## config.mk

```make
export PLATFORM = sky130hd
export DESIGN_NAME = bmc_config_regs
export DESIGN_NICKNAME = d
export VERILOG_FILES = /design/src/bmc_pkg.sv /design/src/bmc_config_regs.sv
export SDC_FILE = /design/constraint.sdc
export NUM_CORES = 1
export LEC_CHECK = 0
export ABC_CLOCK_PERIOD_IN_PS = 11760
export BUFFER_PORTS_ARGS = -buffer_cell sky130_fd_sc_hd__buf_4
export CORE_MARGIN = 10
export CORE_UTILIZATION = 40
export CTS_CLUSTER_DIAMETER = 80
export DETAILED_ROUTE_END_ITERATION = 8
export PLACE_DENSITY_LB_ADDON = 0.2
export SYNTH_ARGS = -nofsm -noshare
export SYNTH_HDL_FRONTEND = slang
export SYNTH_SLANG_ARGS = --single-unit
export TNS_END_PERCENT = 100
```

## constraint.sdc

```tcl
create_clock -name clk -period 11.76 [get_ports clk]
set_clock_uncertainty 0.15 [all_clocks]
set_input_delay 1.764 -clock clk [delete_from_list [all_inputs] [get_ports clk]]
set_output_delay 1.764 -clock clk [all_outputs]
set_load 0.005 [all_outputs]
```

## src/bmc_pkg.sv

```systemverilog
// Operation
// - averaging field picks 1, 2, 4 or 8 conversions; reset 00.
// - control D8 selects software power-down; reset 0.
// - software reset: write D7 high to hold, then low to release.
// - software reset restores defaults in all registers but the lower control byte.
// - acquisition time field, reset 00 (400 ns).
// - lock bit D2 adopts the presented address for CRC, else 0x00.
// - increment bit D1 adds one to the forwarded address; reset 1.
// - readback bit D0 enables chained readback of the selected register; reset 1.
// - cell result above the high threshold raises alert; reset 0xff.
// - cell result below the low threshold raises alert; reset 0x00.
// - aux result outside aux thresholds raises alert; resets 0xff, 0x00.
// - static alert idles high, low once any violation occurred.
// - dynamic alert is a 100 Hz, 1 kHz or 10 kHz square wave.
// - top device picks alert mode; others pass it through or pull low.
// - balance bits 7..2 drive outputs six..one; bits 1..0 reserved zero.
// - balance clears on power-up, software reset and hardware power-down.
// - balance timer: 5-bit code in bits 7..3, 71.5 s steps.
// - timer code zero disables the timer; timers reset 0x00.
// - power-down timer code in bits 7..3 powers down on expiry.
package bmc_pkg;

    // ------
    // register addresses
    // ------
    localparam logic [5:0] ADDR_CTRL_HI   = 6'h0d;
    localparam logic [5:0] ADDR_CTRL_LO   = 6'h0e;
    localparam logic [5:0] ADDR_CELL_HI   = 6'h0f;
    localparam logic [5:0] ADDR_CELL_LO   = 6'h10;
    localparam logic [5:0] ADDR_AUX_HI    = 6'h11;
    localparam logic [5:0] ADDR_AUX_LO    = 6'h12;
    localparam logic [5:0] ADDR_ALERT     = 6'h13;
    localparam logic [5:0] ADDR_BALANCE   = 6'h14;
    localparam logic [5:0] ADDR_BTIMER0   = 6'h15;
    localparam logic [5:0] ADDR_SLEEP_TMR = 6'h1b;
    localparam logic [5:0] ADDR_READ_SEL  = 6'h1c;
    localparam int         NUM_BAL        = 6;

    // ------
    // reset values
    // ------
    localparam logic [7:0] RST_CTRL_HI    = 8'h00;
    localparam logic [7:0] RST_CTRL_LO    = 8'h13;
    localparam logic [7:0] RST_HIGH_THR   = 8'hff;
    localparam logic [7:0] RST_LOW_THR    = 8'h00;
    localparam logic [7:0] RST_ZERO       = 8'h00;
    localparam logic [7:0] BALANCE_MASK   = 8'hfc;
    localparam logic [7:0] TIMER_MASK     = 8'hf8;

    // ------
    // field positions (control high byte holds D15..D8)
    // ------
    localparam int HI_AVG_LSB   = 1;
    localparam int HI_SW_PD     = 0;
    localparam int LO_SW_RST    = 7;
    localparam int LO_ACQ_LSB   = 5;
    localparam int LO_THERM     = 3;
    localparam int LO_LOCK      = 2;
    localparam int LO_INC       = 1;
    localparam int LO_READBACK  = 0;
    localparam int TMR_CODE_LSB = 3;
    localparam int BAL_LSB      = 2;
    localparam int ALERT_MODE_LSB = 6;
    localparam int ALERT_FREQ_LSB = 4;
    localparam int CONV_CMP_LSB   = 4;

    // ------
    // alert modes and frequencies
    // ------
    localparam logic [1:0] MODE_STATIC  = 2'h0;
    localparam logic [1:0] MODE_DYNAMIC = 2'h1;
    localparam logic [1:0] MODE_PASS    = 2'h2;
    localparam logic [1:0] FREQ_100HZ   = 2'h0;
    localparam logic [1:0] FREQ_1KHZ    = 2'h1;

    // ------
    // timing
    // ------
    localparam longint unsigned CLK_HZ      = 125000000;
    localparam real             STEP_SEC    = 71.5;
    localparam longint unsigned STEP_CYCLES = longint'(STEP_SEC * real'(CLK_HZ));
    localparam longint unsigned HZ_SLOW     = 100;
    localparam longint unsigned HZ_MID      = 1000;
    localparam longint unsigned HZ_FAST     = 10000;
    localparam longint unsigned HALF_SLOW   = CLK_HZ / (2 * HZ_SLOW);
    localparam longint unsigned HALF_MID    = CLK_HZ / (2 * HZ_MID);
    localparam longint unsigned HALF_FAST   = CLK_HZ / (2 * HZ_FAST);

    // ------
    // carriers
    // ------
    typedef struct packed {
        logic       valid;
        logic [4:0] dev_addr;
        logic [5:0] reg_addr;
        logic [7:0] data;
        logic       all;
    } bmc_wr_cmd_t;

    typedef struct packed {
        logic        valid;
        logic        is_aux;
        logic [11:0] code;
    } bmc_conv_t;

    typedef struct packed {
        logic       valid;
        logic [4:0] dev_addr;
    } bmc_fwd_t;

endpackage
```

## src/bmc_config_regs.sv

```systemverilog
`timescale 1ns/1ps
`default_nettype none

module bmc_config_regs #(
    parameter longint unsigned STEP_CYCLES = bmc_pkg::STEP_CYCLES,
    parameter longint unsigned HALF_SLOW   = bmc_pkg::HALF_SLOW,
    parameter longint unsigned HALF_MID    = bmc_pkg::HALF_MID,
    parameter longint unsigned HALF_FAST   = bmc_pkg::HALF_FAST
) (
    input  wire logic                 clk,
    input  wire logic                 rst,
    input  wire bmc_pkg::bmc_wr_cmd_t wr_cmd,
    input  wire bmc_pkg::bmc_conv_t   conv,
    input  wire logic                 hw_power_down,
    input  wire logic                 alert_in,
    output logic                      alert_out,
    output bmc_pkg::bmc_fwd_t         fwd,
    output logic [4:0]                crc_dev_addr,
    output logic [7:0]                rd_data,
    output logic                      chain_read_en,
    output logic [1:0]                avg_mode,
    output logic [1:0]                acq_time,
    output logic                      thermistor_termination_pin,
    output logic                      sleep_request,
    output logic                      soft_reset_hold,
    output logic [6:1]                balance_output_n
);

    // ------
    // register state
    // ------
    logic [7:0] ctrl_hi_reg,   ctrl_hi_next;
    logic [7:0] ctrl_lo_reg,   ctrl_lo_next;
    logic [7:0] cell_hi_reg,   cell_hi_next;
    logic [7:0] cell_lo_reg,   cell_lo_next;
    logic [7:0] aux_hi_reg,    aux_hi_next;
    logic [7:0] aux_lo_reg,    aux_lo_next;
    logic [7:0] alert_cfg_reg, alert_cfg_next;
    logic [7:0] balance_reg,   balance_next;
    logic [7:0] sleep_tmr_reg, sleep_tmr_next;
    logic [7:0] read_sel_reg,  read_sel_next;
    logic [4:0] lock_addr_reg, lock_addr_next;
    logic [7:0] btimer_reg     [bmc_pkg::NUM_BAL];
    logic [7:0] btimer_next    [bmc_pkg::NUM_BAL];

    logic       wr_hit;
    logic       sw_rst;
    logic [5:0] bal_expire;
    logic       sleep_expired;
    logic [5:0] bidx;

    assign sw_rst = ctrl_lo_reg[bmc_pkg::LO_SW_RST];
    assign wr_hit = wr_cmd.valid && (wr_cmd.all || wr_cmd.dev_addr == crc_dev_addr);
    assign bidx   = wr_cmd.reg_addr - bmc_pkg::ADDR_BTIMER0;

    // ------
    // register write and software reset
    // ------
    always_comb begin
        ctrl_hi_next   = ctrl_hi_reg;
        ctrl_lo_next   = ctrl_lo_reg;
        cell_hi_next   = cell_hi_reg;
        cell_lo_next   = cell_lo_reg;
        aux_hi_next    = aux_hi_reg;
        aux_lo_next    = aux_lo_reg;
        alert_cfg_next = alert_cfg_reg;
        balance_next   = balance_reg;
        sleep_tmr_next = sleep_tmr_reg;
        read_sel_next  = read_sel_reg;
        lock_addr_next = lock_addr_reg;
        for (int i = 0; i < bmc_pkg::NUM_BAL; i++) begin
            btimer_next[i] = btimer_reg[i];
        end
        // lower control byte survives a software reset
        if (wr_hit && wr_cmd.reg_addr == bmc_pkg::ADDR_CTRL_LO) begin
            ctrl_lo_next = wr_cmd.data;
            if (wr_cmd.data[bmc_pkg::LO_LOCK]) begin
                lock_addr_next = wr_cmd.dev_addr;
            end
        end
        if (sw_rst) begin
            // held at defaults for as long as reset bit stays high
            ctrl_hi_next   = bmc_pkg::RST_CTRL_HI;
            cell_hi_next   = bmc_pkg::RST_HIGH_THR;
            cell_lo_next   = bmc_pkg::RST_LOW_THR;
            aux_hi_next    = bmc_pkg::RST_HIGH_THR;
            aux_lo_next    = bmc_pkg::RST_LOW_THR;
            alert_cfg_next = bmc_pkg::RST_ZERO;
            balance_next   = bmc_pkg::RST_ZERO;
            sleep_tmr_next = bmc_pkg::RST_ZERO;
            read_sel_next  = bmc_pkg::RST_ZERO;
            for (int i = 0; i < bmc_pkg::NUM_BAL; i++) begin
                btimer_next[i] = bmc_pkg::RST_ZERO;
            end
        end else if (wr_hit) begin
            unique case (wr_cmd.reg_addr)
                bmc_pkg::ADDR_CTRL_HI:   ctrl_hi_next   = wr_cmd.data;
                bmc_pkg::ADDR_CELL_HI:   cell_hi_next   = wr_cmd.data;
                bmc_pkg::ADDR_CELL_LO:   cell_lo_next   = wr_cmd.data;
                bmc_pkg::ADDR_AUX_HI:    aux_hi_next    = wr_cmd.data;
                bmc_pkg::ADDR_AUX_LO:    aux_lo_next    = wr_cmd.data;
                bmc_pkg::ADDR_ALERT:     alert_cfg_next = wr_cmd.data;
                bmc_pkg::ADDR_BALANCE:   balance_next = wr_cmd.data & bmc_pkg::BALANCE_MASK;
                bmc_pkg::ADDR_SLEEP_TMR: sleep_tmr_next = wr_cmd.data & bmc_pkg::TIMER_MASK;
                bmc_pkg::ADDR_READ_SEL:  read_sel_next  = wr_cmd.data & bmc_pkg::BALANCE_MASK;
                default: begin
                    if (wr_cmd.reg_addr >= bmc_pkg::ADDR_BTIMER0 &&
                        wr_cmd.reg_addr <  bmc_pkg::ADDR_SLEEP_TMR) begin
                        btimer_next[bidx[2:0]] = wr_cmd.data & bmc_pkg::TIMER_MASK;
                    end
                end
            endcase
        end
        // expiry clears after the write so a running timer always wins its bit
        balance_next = balance_next & ~{bal_expire, 2'b00};
        if (hw_power_down || sleep_expired) begin
            balance_next = bmc_pkg::RST_ZERO;
        end
    end

    always_ff @(posedge clk or posedge rst) begin
        if (rst) begin
            ctrl_hi_reg   <= bmc_pkg::RST_CTRL_HI;
            ctrl_lo_reg   <= bmc_pkg::RST_CTRL_LO;
            cell_hi_reg   <= bmc_pkg::RST_HIGH_THR;
            cell_lo_reg   <= bmc_pkg::RST_LOW_THR;
            aux_hi_reg    <= bmc_pkg::RST_HIGH_THR;
            aux_lo_reg    <= bmc_pkg::RST_LOW_THR;
            alert_cfg_reg <= bmc_pkg::RST_ZERO;
            balance_reg   <= bmc_pkg::RST_ZERO;
            sleep_tmr_reg <= bmc_pkg::RST_ZERO;
            read_sel_reg  <= bmc_pkg::RST_ZERO;
            lock_addr_reg <= 5'h00;
            for (int i = 0; i < bmc_pkg::NUM_BAL; i++) begin
                btimer_reg[i] <= bmc_pkg::RST_ZERO;
            end
        end else begin
            ctrl_hi_reg   <= ctrl_hi_next;
            ctrl_lo_reg   <= ctrl_lo_next;
            cell_hi_reg   <= cell_hi_next;
            cell_lo_reg   <= cell_lo_next;
            aux_hi_reg    <= aux_hi_next;
            aux_lo_reg    <= aux_lo_next;
            alert_cfg_reg <= alert_cfg_next;
            balance_reg   <= balance_next;
            sleep_tmr_reg <= sleep_tmr_next;
            read_sel_reg  <= read_sel_next;
            lock_addr_reg <= lock_addr_next;
            for (int i = 0; i < bmc_pkg::NUM_BAL; i++) begin
                btimer_reg[i] <= btimer_next[i];
            end
        end
    end

    // ------
    // control outputs and chain addressing
    // ------
    assign avg_mode        = ctrl_hi_reg[bmc_pkg::HI_AVG_LSB +: 2];
    assign acq_time        = ctrl_lo_reg[bmc_pkg::LO_ACQ_LSB +: 2];
    // host is trusted to pair this with the longest acquisition time
    assign thermistor_termination_pin = ctrl_lo_reg[bmc_pkg::LO_THERM];
    assign chain_read_en   = ctrl_lo_reg[bmc_pkg::LO_READBACK];
    assign soft_reset_hold = sw_rst;
    assign sleep_request   = ctrl_hi_reg[bmc_pkg::HI_SW_PD] || sleep_expired;
    assign crc_dev_addr    = ctrl_lo_reg[bmc_pkg::LO_LOCK] ? lock_addr_reg : 5'h00;

    bmc_pkg::bmc_fwd_t fwd_reg, fwd_next;

    always_comb begin
        fwd_next.valid    = wr_cmd.valid;
        fwd_next.dev_addr = ctrl_lo_reg[bmc_pkg::LO_INC] ? wr_cmd.dev_addr + 5'h01
                                                         : wr_cmd.dev_addr;
    end

    always_ff @(posedge clk or posedge rst) begin
        if (rst) begin
            fwd_reg <= '0;
        end else begin
            fwd_reg <= fwd_next;
        end
    end

    assign fwd = fwd_reg;

    // ------
    // readback mux
    // ------
    logic [7:0] rd_data_reg, rd_data_next;
    logic [5:0] rd_addr;
    logic [5:0] rd_bidx;

    assign rd_addr = read_sel_reg[bmc_pkg::BAL_LSB +: 6];
    assign rd_bidx = rd_addr - bmc_pkg::ADDR_BTIMER0;

    always_comb begin
        unique case (rd_addr)
            bmc_pkg::ADDR_CTRL_HI:   rd_data_next = ctrl_hi_reg;
            bmc_pkg::ADDR_CTRL_LO:   rd_data_next = ctrl_lo_reg;
            bmc_pkg::ADDR_CELL_HI:   rd_data_next = cell_hi_reg;
            bmc_pkg::ADDR_CELL_LO:   rd_data_next = cell_lo_reg;
            bmc_pkg::ADDR_AUX_HI:    rd_data_next = aux_hi_reg;
            bmc_pkg::ADDR_AUX_LO:    rd_data_next = aux_lo_reg;
            bmc_pkg::ADDR_ALERT:     rd_data_next = alert_cfg_reg;
            bmc_pkg::ADDR_BALANCE:   rd_data_next = balance_reg;
            bmc_pkg::ADDR_SLEEP_TMR: rd_data_next = sleep_tmr_reg;
            bmc_pkg::ADDR_READ_SEL:  rd_data_next = read_sel_reg;
            default: begin
                if (rd_addr >= bmc_pkg::ADDR_BTIMER0 && rd_addr < bmc_pkg::ADDR_SLEEP_TMR) begin
                    rd_data_next = btimer_reg[rd_bidx[2:0]];
                end else begin
                    rd_data_next = 8'h00;
                end
            end
        endcase
    end

    always_ff @(posedge clk or posedge rst) begin
        if (rst) begin
            rd_data_reg <= 8'h00;
        end else begin
            rd_data_reg <= rd_data_next;
        end
    end

    assign rd_data = rd_data_reg;

    // ------
    // common step tick
    // ------
    logic [35:0] tick_cnt_reg, tick_cnt_next;
    logic        tick;

    assign tick = (tick_cnt_reg == 36'(STEP_CYCLES - 1));

    always_comb begin
        tick_cnt_next = tick ? 36'h0 : tick_cnt_reg + 36'h1;
    end

    always_ff @(posedge clk or posedge rst) begin
        if (rst) begin
            tick_cnt_reg <= 36'h0;
        end else begin
            tick_cnt_reg <= tick_cnt_next;
        end
    end

    // ------
    // balance timers
    // ------
    genvar g;
    generate
        for (g = 0; g < bmc_pkg::NUM_BAL; g++) begin : g_bal
            logic [4:0] steps_reg, steps_next;
            logic [4:0] code;
            logic       active;

            assign code   = btimer_reg[g][bmc_pkg::TMR_CODE_LSB +: 5];
            assign active = (code != 5'h00) && balance_reg[bmc_pkg::BAL_LSB + g];
            assign bal_expire[g] = active && tick && (steps_reg + 5'h01 == code);

            always_comb begin
                if (!active) begin
                    steps_next = 5'h00;
                end else if (tick) begin
                    steps_next = steps_reg + 5'h01;
                end else begin
                    steps_next = steps_reg;
                end
            end

            always_ff @(posedge clk or posedge rst) begin
                if (rst) begin
                    steps_reg <= 5'h00;
                end else begin
                    steps_reg <= steps_next;
                end
            end
        end
    endgenerate

    // bits 1..0 are never set, so outputs map straight from 7..2
    assign balance_output_n = balance_reg[7:2];

    // ------
    // automatic power-down timer
    // ------
    logic [4:0] sleep_steps_reg, sleep_steps_next;
    logic       sleep_exp_reg,   sleep_exp_next;
    logic [4:0] sleep_code;

    assign sleep_code    = sleep_tmr_reg[bmc_pkg::TMR_CODE_LSB +: 5];
    assign sleep_expired = sleep_exp_reg;

    always_comb begin
        sleep_steps_next = sleep_steps_reg;
        sleep_exp_next   = sleep_exp_reg;
        if (sw_rst || sleep_code == 5'h00 ||
            (wr_hit && wr_cmd.reg_addr == bmc_pkg::ADDR_SLEEP_TMR)) begin
            // rewriting the code restarts the countdown
            sleep_steps_next = 5'h00;
            sleep_exp_next   = 1'b0;
        end else if (tick && !sleep_exp_reg) begin
            sleep_steps_next = sleep_steps_reg + 5'h01;
            if (sleep_steps_reg + 5'h01 == sleep_code) begin
                sleep_exp_next = 1'b1;
            end
        end
    end

    always_ff @(posedge clk or posedge rst) begin
        if (rst) begin
            sleep_steps_reg <= 5'h00;
            sleep_exp_reg   <= 1'b0;
        end else begin
            sleep_steps_reg <= sleep_steps_next;
            sleep_exp_reg   <= sleep_exp_next;
        end
    end

    // ------
    // limit detection and alert output
    // ------
    logic        violation_reg, violation_next;
    logic        viol_now;
    logic [7:0]  conv_top;
    logic [31:0] sq_cnt_reg, sq_cnt_next;
    logic        sq_reg,     sq_next;
    logic [31:0] sq_half;
    logic        alert_reg,  alert_next;
    logic [1:0]  alert_mode;
    logic [1:0]  alert_freq;

    assign conv_top   = conv.code[bmc_pkg::CONV_CMP_LSB +: 8];
    assign alert_mode = alert_cfg_reg[bmc_pkg::ALERT_MODE_LSB +: 2];
    assign alert_freq = alert_cfg_reg[bmc_pkg::ALERT_FREQ_LSB +: 2];

    always_comb begin
        viol_now = 1'b0;
        if (conv.valid) begin
            if (conv.is_aux) begin
                viol_now = (conv_top > aux_hi_reg) || (conv_top < aux_lo_reg);
            end else begin
                viol_now = (conv_top > cell_hi_reg) || (conv_top < cell_lo_reg);
            end
        end
        // a new violation outranks the software reset clear
        violation_next = viol_now ? 1'b1 : (sw_rst ? 1'b0 : violation_reg);
    end

    always_comb begin
        if (alert_freq == bmc_pkg::FREQ_100HZ) begin
            sq_half = 32'(HALF_SLOW);
        end else if (alert_freq == bmc_pkg::FREQ_1KHZ) begin
            sq_half = 32'(HALF_MID);
        end else begin
            sq_half = 32'(HALF_FAST);
        end
        if (sq_cnt_reg >= sq_half - 32'h1) begin
            sq_cnt_next = 32'h0;
            sq_next     = ~sq_reg;
        end else begin
            sq_cnt_next = sq_cnt_reg + 32'h1;
            sq_next     = sq_reg;
        end
        unique case (alert_mode)
            bmc_pkg::MODE_DYNAMIC: alert_next = sq_reg && !violation_reg;
            bmc_pkg::MODE_PASS:    alert_next = alert_in && !violation_reg;
            default:               alert_next = !violation_reg;
        endcase
    end

    always_ff @(posedge clk or posedge rst) begin
        if (rst) begin
            violation_reg <= 1'b0;
            sq_cnt_reg    <= 32'h0;
            sq_reg        <= 1'b1;
            alert_reg     <= 1'b1;
        end else begin
            violation_reg <= violation_next;
            sq_cnt_reg    <= sq_cnt_next;
            sq_reg        <= sq_next;
            alert_reg     <= alert_next;
        end
    end

    assign alert_out = alert_reg;

endmodule // bmc_config_regs

`default_nettype wire

```

==> results.yml, run 1 <==
status:
  status: "complete, no violations"
setup_path:
  r2r-end: "cell_lo_reg[6]"
  reg2reg_setup_slack_ps: 8320
  crit_type: "primary input to register"
  critical_path.startpoint_type: "primary input"
  reg2reg_from: "ctrl_lo_reg[2]"
  cp-end-kind: "register"
  r2r_cells: 6
  crit_fanout: 17
  crit_arrival_ps: 4410
  worst-endpoint-required_ps: 11990
yosys:
  synth-simple-area-share_pct: 19.8
  synth-xor-area-share_pct: 9.15
  synth_top_area_cell: "dfrtp_1"
  syn_area_um2: 13000
  synth_flop_cell: "dfrtp_1"
  synth_edf_count: 0
  postSynthCellCount: 1244
  yosysSeqAreaShare_pct: 44.2
  synth_area_leaders: "dfrtp_1 (40%), mux2i_1 (7.7%), ha_1 (6.1%), nor2_1 (5.3%), xnor2_1 (4.9%)"
  synth.distinct_cells: 78
  async_flop_share_pct: 100
  avgSynthCellArea_um2: 10.5
  synth_top_family_by_area: "simple AND/OR/NAND/NOR gates"
  synthTopCellsByCount: "dfrtp_1 (208), nor2_1 (184), mux2i_1 (100)"
  ys_ff_latch: 229
  synth-compound-area-share_pct: 7.01
  synthAdderAreaFrac_pct: 6.06
  yosysMostFrequentCell: "dfrtp_1"
  yosysWarnings: 0
  muxShareOfSynthArea_pct: 9.88
  yosys.area.top_type_share_pct: 40.0
final_layout:
  n_antenna_cell: 0
  ff_latch_area_um2: 5760
  syn2layout_area_growth_pct: 13.8
  multi_input_area_um2: 6810
  postLayoutCellArea_um2: 14800
  drive_gt1_share_pct: 14.1
  nFillCells: 3049
  nNetsFinal: 1403
  largest_reg_flops: 36
clock_tree:
  post_cts.repair.setup_buffers: 0
  cts_buffers: 28
  cts_tree: "done"
  hold_buffers: 0
  clockBufferDepth: 3
  ctsHtreeMaxLevel: 1
  cts.reportedPaths.clkPinSlew_ps: 60
  clock_tree.root_cell: "clkbuf_16"
  clock_sinks: 229
  cts_resized: 0
  clkLatencyLatePin_ps: 540
drt:
  routed_wl_mm: 32.2
  routed_via_density: 5.30
  drc_errors: 0
  num_vias: 9350
  drtPass1Iterations: 8
  drtAntennaViolNets: 0
  drt-initial-drc-count: 560
  wl_per_cell_um: 18.2
power:
  p_seq_share_pct: 45.4
  intPower_mw: 1.46
  power_leakage_nw: 7.29
  p_sw_share_pct: 25.1
  vdd_drop_max_mv: 0.118
  powerDensity_nw_per_um2: 131
  clkPwrFrac_pct: 44.5
  power.share.combinational_pct: 10.0
  power.net_switching_mw: 0.488
sta:
  post-route-period-util_pct: 35.5
  maxSlewViolCount: 0
  max_slew_margin_pct: 26.9
  fmax_mhz: 240
  final-hold-violation-count: 0
  setup_violations: 0
  tns_ps: 0
  rsz0062_at_grt: "false"
  worstMarginPinSlew_ps: 1080
  min_period_ps: 4170
grt:
  grt_pass1_wl_mm: 52.3
  grt_use_total_pct: 15.7
  grt_pass1_vias: 9237
  use_met1_pct: 22.2
  antenna_found_initial: 0
  grt_max_degree: 104
  grt-ovfl-total: 0
  grtUsageMet3_pct: 2.68
  use_met2_pct: 24.7
  busiest_layer: "met2"
floorplanning:
  die_y_um: 200
  ios: 73
  die_area_um2: 40200
  start_util_pct: 40.3
  die_w_um: 200
  num_rows: 66
  core_area_um2: 32300
hold_path:
  hold_path_class: "register to register"
  min_from: "violation_reg"
  hold_end: "alert_out"
  hold_depth: 1
place:
  place_congestion: 0.836
  io_buffers: 68
  hpwl_mm: 22.4
  place_area_um2: 13900
job:
  maxCapViolations: 0
cells in the final DEF, fill, tap and decap left out, drive strengths merged, types with 12 or more instances in the layout:
master	instances
mux2i	100
nor3	23
nand4	35
o21ai	20
dfrtp	208
a21oi	18
inv	53
clkbuf	44
ha	63
nor2	186
mux2	13
buf	73
xor2	63
nor2b	12
a22oi	26
xnor2	73
nand3	45
nor4	25
and3	15
dfstp	21
nand2	49
and2	18
stage by stage:
stage               utilization [%]  setup slack, ps  instances  power (mW)  hold WS (ps)
floorplan                         -             3600       1254        1.02           220
global placement               43.0             7120       1713        1.09           242
detailed placement             43.0             7100       1713        1.10           250
CTS                            45.9             7630       1765        1.97           263
global route                   45.9             7490       1765        2.03           279
finish                         45.9             7590       1765        1.95           260
how the worst max path moves through the flow:
| stage | slack, ps | from | endpoint |
|---|---|---|---|
| after floorplan | 3600 | rst | alert_cfg_reg[0] |
| after global placement | 7120 | wr_cmd[18] | cell_lo_reg[6] |
| after detailed placement | 7100 | wr_cmd[18] | cell_lo_reg[6] |
| after CTS | 7630 | wr_cmd[18] | cell_lo_reg[6] |
| after global routing | 7490 | wr_cmd[18] | cell_lo_reg[3] |
| final | 7590 | wr_cmd[18] | cell_lo_reg[6] |
cells by family (layout without fill, tap and decap cells):
logic type	Yosys count	in the layout
xor+xnor	136	136
other cells	1	11
mux	118	118
compound gates	124	124
simple gates	464	464
fa+ha+maj	63	63
buf+inv	109	178
flops	229	229
metal layers:
layer  up-vias  part of all wire [%]
met5         -                     0
met3        43                   4.8
met2       176                    45
li1       4487                     -
met1      4644                    48
met4         0                   1.9
area by class of cell:
cell class / instances / share of cell area, %
multi-input combinational: 916 / 46.0
clock inverter: 8 / 0.608
inverter: 53 / 1.39
sequential: 229 / 38.9
timing repair buffer: 73 / 3.70
tap: 442 / 3.73
clock buffer: 44 / 5.69
worst max-delay path, cell delays in order:
cell and delay (ps):
buf_4 130, a21o_1 160, a2111oi_0 390, a311o_2 710, nand4b_1 790, mux2i_1 380, nor2_1 60
power by group through the flow:
stage | Sequential (mW) | Clock, mW | Combinational (mW)
2_1_floorplan | 0.879 | 0 | 0.143
3_3_place_gp | 0.896 | 0 | 0.194
3_5_place_dp | 0.897 | 0 | 0.198
4_1_cts | 0.883 | 0.891 | 0.199
5_1_grt | 0.889 | 0.921 | 0.223
6_report | 0.884 | 0.867 | 0.195
Power figures use the tool's default switching activity.
==> run 2, diff against run 1 <==
ABC_CLOCK_PERIOD_IN_PS = 4000   (was 11760)
clock period = 4 ns   (was 11.76 ns; I/O delays follow)
==> results.yml, run 2 (synthesized netlist as in run 1, its figures left out) <==
place:
  hpwl_mm: 23.0
  place_area_um2: 14000
  pre_cts_ws_ps: 1080
  io_buffers: 68
  place_congestion: 0.807
  place_inst: 1725
clock_tree:
  clock_tree.root_cell: "clkbuf_16"
  cts_resized: 0
  clockBufferDepth: 3
  hold_buffers: 0
  cts_tree: "done"
  clock_sinks: 229
  cts_buffers: 28
  ctsHtreeMaxLevel: 1
  post_cts.repair.setup_buffers: 0
  clkLatencyLatePin_ps: 550
  cts.reportedPaths.clkPinSlew_ps: 60
drt:
  wl_met1_mm: 15.5
  routed_wl_mm: 32.6
  routed-wl-met3_mm: 1.60
  drc_errors: 0
  drtPass1Iterations: 5
  wl_per_cell_um: 18.3
  top_layer: "met4"
  drt-initial-drc-count: 654
  routed_via_density: 5.31
  dr_wl_met2_mm: 14.7
  num_vias: 9440
  drtAntennaViolNets: 0
power:
  p_seq_share_pct: 46.6
  intPower_mw: 4.16
  vdd_drop_max_mv: 0.302
  clkPwrFrac_pct: 43.0
  power.share.combinational_pct: 10.4
  power.net_switching_mw: 1.43
  power_leakage_nw: 7.31
  finalPower_mw: 5.59
  powerDensity_nw_per_um2: 376
  p_sw_share_pct: 25.6
floorplanning:
  die_y_um: 200
  num_rows: 66
  die_w_um: 200
  core_area_um2: 32300
  start_util_pct: 40.3
  die_area_um2: 40200
  ios: 73
setup_path:
  worst-endpoint-required_ps: 4190
  r2r_cells: 7
  reg2reg_setup_slack_ps: 1030
  critical_path.startpoint_type: "register"
  cp-end-kind: "register"
  crit_arrival_ps: 3160
  crit_type: "register to register"
  r2r-end: "rd_data[5]"
  crit_fanout: 14
  reg2reg_from: "read_sel_reg[2]"
sta:
  post-route-period-util_pct: 74.3
  rsz0062_at_grt: "false"
  final.setup.worst_slack_ps: 1030
  final-hold-violation-count: 0
  tns_ps: 0
  maxSlewViolCount: 0
  hold_ws_ps: 59.9
  worstMarginPinSlew_ps: 1080
  min_period_ps: 2970
  max_slew_margin_pct: 28.1
  fmax_mhz: 337
  setup_violations: 0
grt:
  grt_max_degree: 59
  grt_pass1_vias: 9492
  grt_use_total_pct: 16.0
  grt-ovfl-total: 0
  grt_pass1_wl_mm: 53.3
  antenna_found_initial: 0
status:
  status: "complete, no violations"
final_layout:
  final_cell_mix: "dfrtp_1 (207), nor2_1 (184), mux2i_1 (100)"
  drive_gt1_share_pct: 14.5
  mostFrequentLayoutCell: "dfrtp_1"
  syn2layout_area_growth_pct: 14.3
  postLayoutCellArea_um2: 14900
  final_util_pct: 46.1
  n_antenna_cell: 0
  largest_reg_flops: 36
  stdcell_count: 1777
  nNetsFinal: 1415
hold_path:
  hold_path_class: "primary input to async pin"
job:
  maxCapViolations: 0
-- run 2: cell count changes in the layout (fill, tap and decap cells not counted) --
cell	delta
buf_4	+8
clkbuf_1	+5
buf_12	+4
clkinv_2	-4
clkinvlp_4	+3
bufinv_16	-2
clkbuf_8	-1
inv_8	-1
-- run 2: worst max-delay path by stage --
stage                       end        startpoint  cells past startpoint  slack, ps
2_1_floorplan  alert_cfg_reg[0]               rst                      1        270
3_3_place_gp             sq_reg  alert_cfg_reg[5]                      8       1090
3_5_place_dp     sq_cnt_reg[20]  alert_cfg_reg[5]                      9       1080
4_1_cts          sq_cnt_reg[12]  alert_cfg_reg[5]                      9       1110
5_1_grt          sq_cnt_reg[14]  alert_cfg_reg[5]                      9        900
6_report             rd_data[5]   read_sel_reg[2]                      7       1030
-- run 2: routing by layer --
| layer | vias to the layer above | global-route usage [%] |
|---|---|---|
| li1 | 4501 | - |
| met1 | 4679 | 22.4 |
| met2 | 206 | 24.9 |
| met3 | 54 | 3.10 |
| met4 | 0 | 4.46 |
| met5 | - | 0 |
-- run 2: cell type report --
| class | count | area [µm²] |
|---|---|---|
| clock inverters | 4 | 25.0 |
| multi-input cells | 916 | 6810 |
| fillers | 3041 | 17400 |
| flip-flops and latches | 229 | 5760 |
| well taps | 442 | 553 |
| repair buffers | 85 | 688 |
| inverters | 53 | 203 |
| clock buffers | 48 | 847 |
-- run 2: power by group through the flow --
stage / clock network [mW] / logic, mW / registers, mW
floorplan: 0 / 0.422 / 2.58
global placement: 0 / 0.574 / 2.64
detailed placement: 0 / 0.589 / 2.64
CTS: 2.47 / 0.592 / 2.61
global route: 2.55 / 0.668 / 2.62
finish: 2.40 / 0.582 / 2.61
-- run 2: worst max-delay path, cell delays in order (launching register included) --
cell       delay (ps)
dfrtp_1           370
buf_4             210
ha_1              250
and2_1            280
a22oi_1           250
nand2_1           100
a2111oi_0         860
o21ai_1           290
==> run 3, diff against run 2 <==
ABC_CLOCK_PERIOD_IN_PS = 3100   (was 4000)
clock period = 3.1 ns   (was 4 ns; I/O delays follow)
==> results.yml, run 3 (synthesized netlist as in run 1, its figures left out) <==
clock_tree:
  clock_tree.root_cell: "clkbuf_16"
  cts_tree: "done"
  clock_sinks: 229
  cts_buffers: 28
  cts.reportedPaths.clkPinSlew_ps: 60
  cts_resized: 0
  post_cts.repair.setup_buffers: 0
  ctsHtreeMaxLevel: 1
  clkLatencyLatePin_ps: 540
  clockBufferDepth: 3
final_layout:
  drive_gt1_share_pct: 15.5
  syn2layout_area_growth_pct: 15.5
  stdcell_count: 1788
  n_antenna_cell: 0
  largest_reg_flops: 36
  final_cell_mix: "dfrtp_1 (207), nor2_1 (184), mux2i_1 (100)"
  nNetsFinal: 1426
  mostFrequentLayoutCell: "dfrtp_1"
power:
  power.share.combinational_pct: 10.2
  vdd_drop_max_mv: 0.389
  clkPwrFrac_pct: 44.2
  power_leakage_nw: 7.40
  p_seq_share_pct: 45.6
  intPower_mw: 5.50
  powerDensity_nw_per_um2: 491
  power.net_switching_mw: 1.88
  p_sw_share_pct: 25.4
setup_path:
  crit_type: "primary input to register"
  crit_arrival_ps: 3130
  worst-endpoint-required_ps: 3400
  cp-end-kind: "register"
  critical_path.startpoint_type: "primary input"
  crit_fanout: 11
floorplanning:
  die_y_um: 200
  die_w_um: 200
  num_rows: 66
  start_util_pct: 40.3
  die_area_um2: 40200
  core_area_um2: 32300
  ios: 73
sta:
  worstMarginPinSlew_ps: 839
  setup_violations: 0
  maxSlewViolCount: 0
  max_slew_margin_pct: 44.0
  fmax_mhz: 354
  final-hold-violation-count: 0
  rsz0062_at_grt: "false"
  hold_ws_ps: 11.3
  min_period_ps: 2830
  post-route-period-util_pct: 91.2
grt:
  grt_pass1_vias: 9500
  antenna_found_initial: 0
  grt-ovfl-total: 0
  grt_pass1_wl_mm: 53.2
  grt_max_degree: 70
  grt_use_total_pct: 16.0
drt:
  wl_per_cell_um: 18.1
  drc_errors: 0
  drtPass1Iterations: 5
  drt-initial-drc-count: 555
  routed_via_density: 5.23
  drtAntennaViolNets: 0
  num_vias: 9348
  routed_wl_mm: 32.4
job:
  maxCapViolations: 0
place:
  hpwl_mm: 23.1
  place_congestion: 0.824
  place_inst: 1733
  io_buffers: 68
status:
  status: "complete, no violations"
hold_path:
  hold_path_class: "primary input to register"
==> run 3: cell types whose count changed in the layout (fill, tap and decap cells not counted) <==
cell | before | now
bufinv_16 | 0 | 2
clkbuf_8 | 5 | 4
clkinv_2 | 2 | 8
clkbuf_1 | 14 | 7
dlygate4sd3_1 | 0 | 3
buf_12 | 4 | 5
inv_6 | 0 | 1
buf_4 | 81 | 88
clkinvlp_4 | 3 | 2
==> run 3: critical path, stage by stage <==
cell           delay, ps
dlygate4sd3_1        540
buf_4                150
a21o_1               160
a2111oi_0            430
a311o_2              510
buf_4                320
nand3_4              190
mux2i_1              170
nor3_1               180
==> run 3: layout make-up <==
cell class	instances	area, µm²
clock buffer	40	807
clock inverter	12	116
fill	3047	17300
inverter	53	203
multi-input combinational	916	6810
sequential	229	5760
tap	442	553
timing repair buffer	96	791
==> run 3: path summary, 6_finish.rpt <==
kind / from / to / slack, ps / depth (start not counted)
setup reg to reg: ctrl_lo_reg[2] / balance_reg[4] / 380 / 7
hold / removal: wr_cmd[19] / fwd[4] / 10 / 2
hold reg to reg: violation_reg / alert_out / 250 / 1
setup / recovery: wr_cmd[18] / balance_reg[4] / 270 / 9
max in group asynchronous: rst / aux_hi_reg[4] / 1510 / 4
min in group asynchronous: rst / ctrl_hi_reg[0] / 510 / 3
==> run 3: repair_timing <==
action / in CTS / in global routing
setup endpoints to repair: 0 / 0
endpoints found under the hold margin: 21 / 0
hold buffers: 3 / 0
==> run 3: power groups by stage <==
stage	Clock [mW]	Sequential, mW	Combinational (mW)
global route	3.47	3.39	0.867
detailed placement	0	3.41	0.760
CTS	3.34	3.36	0.767
floorplan	0	3.34	0.544
global placement	0	3.41	0.746
finish	3.26	3.36	0.756
==> run 3: metal layers <==
metal | wire length, µm | vias up | part of all wire, % | GRT usage (%)
li1 | - | 4532 | - | -
met1 | 15700 | 4604 | 48 | 22.6
met2 | 14500 | 174 | 45 | 25.0
met3 | 1610 | 38 | 5.0 | 2.82
met4 | 568 | 0 | 1.8 | 3.49
met5 | 0 | - | 0 | 0
==> run 3: metrics by stage <==
stage                     total power, mW  cell area, µm²  setup slack [ps]  util [%]  TNS (ps)
after floorplan                      3.88           13100              -492         -   -102300
after global placement               4.16           14100               401      43.6         0
after detailed placement             4.17           14100               291      43.6         0
after CTS                            7.47           15000               274      46.6         0
after global routing                 7.72           15000               113      46.6         0
final                                7.38           15000               273      46.6         0
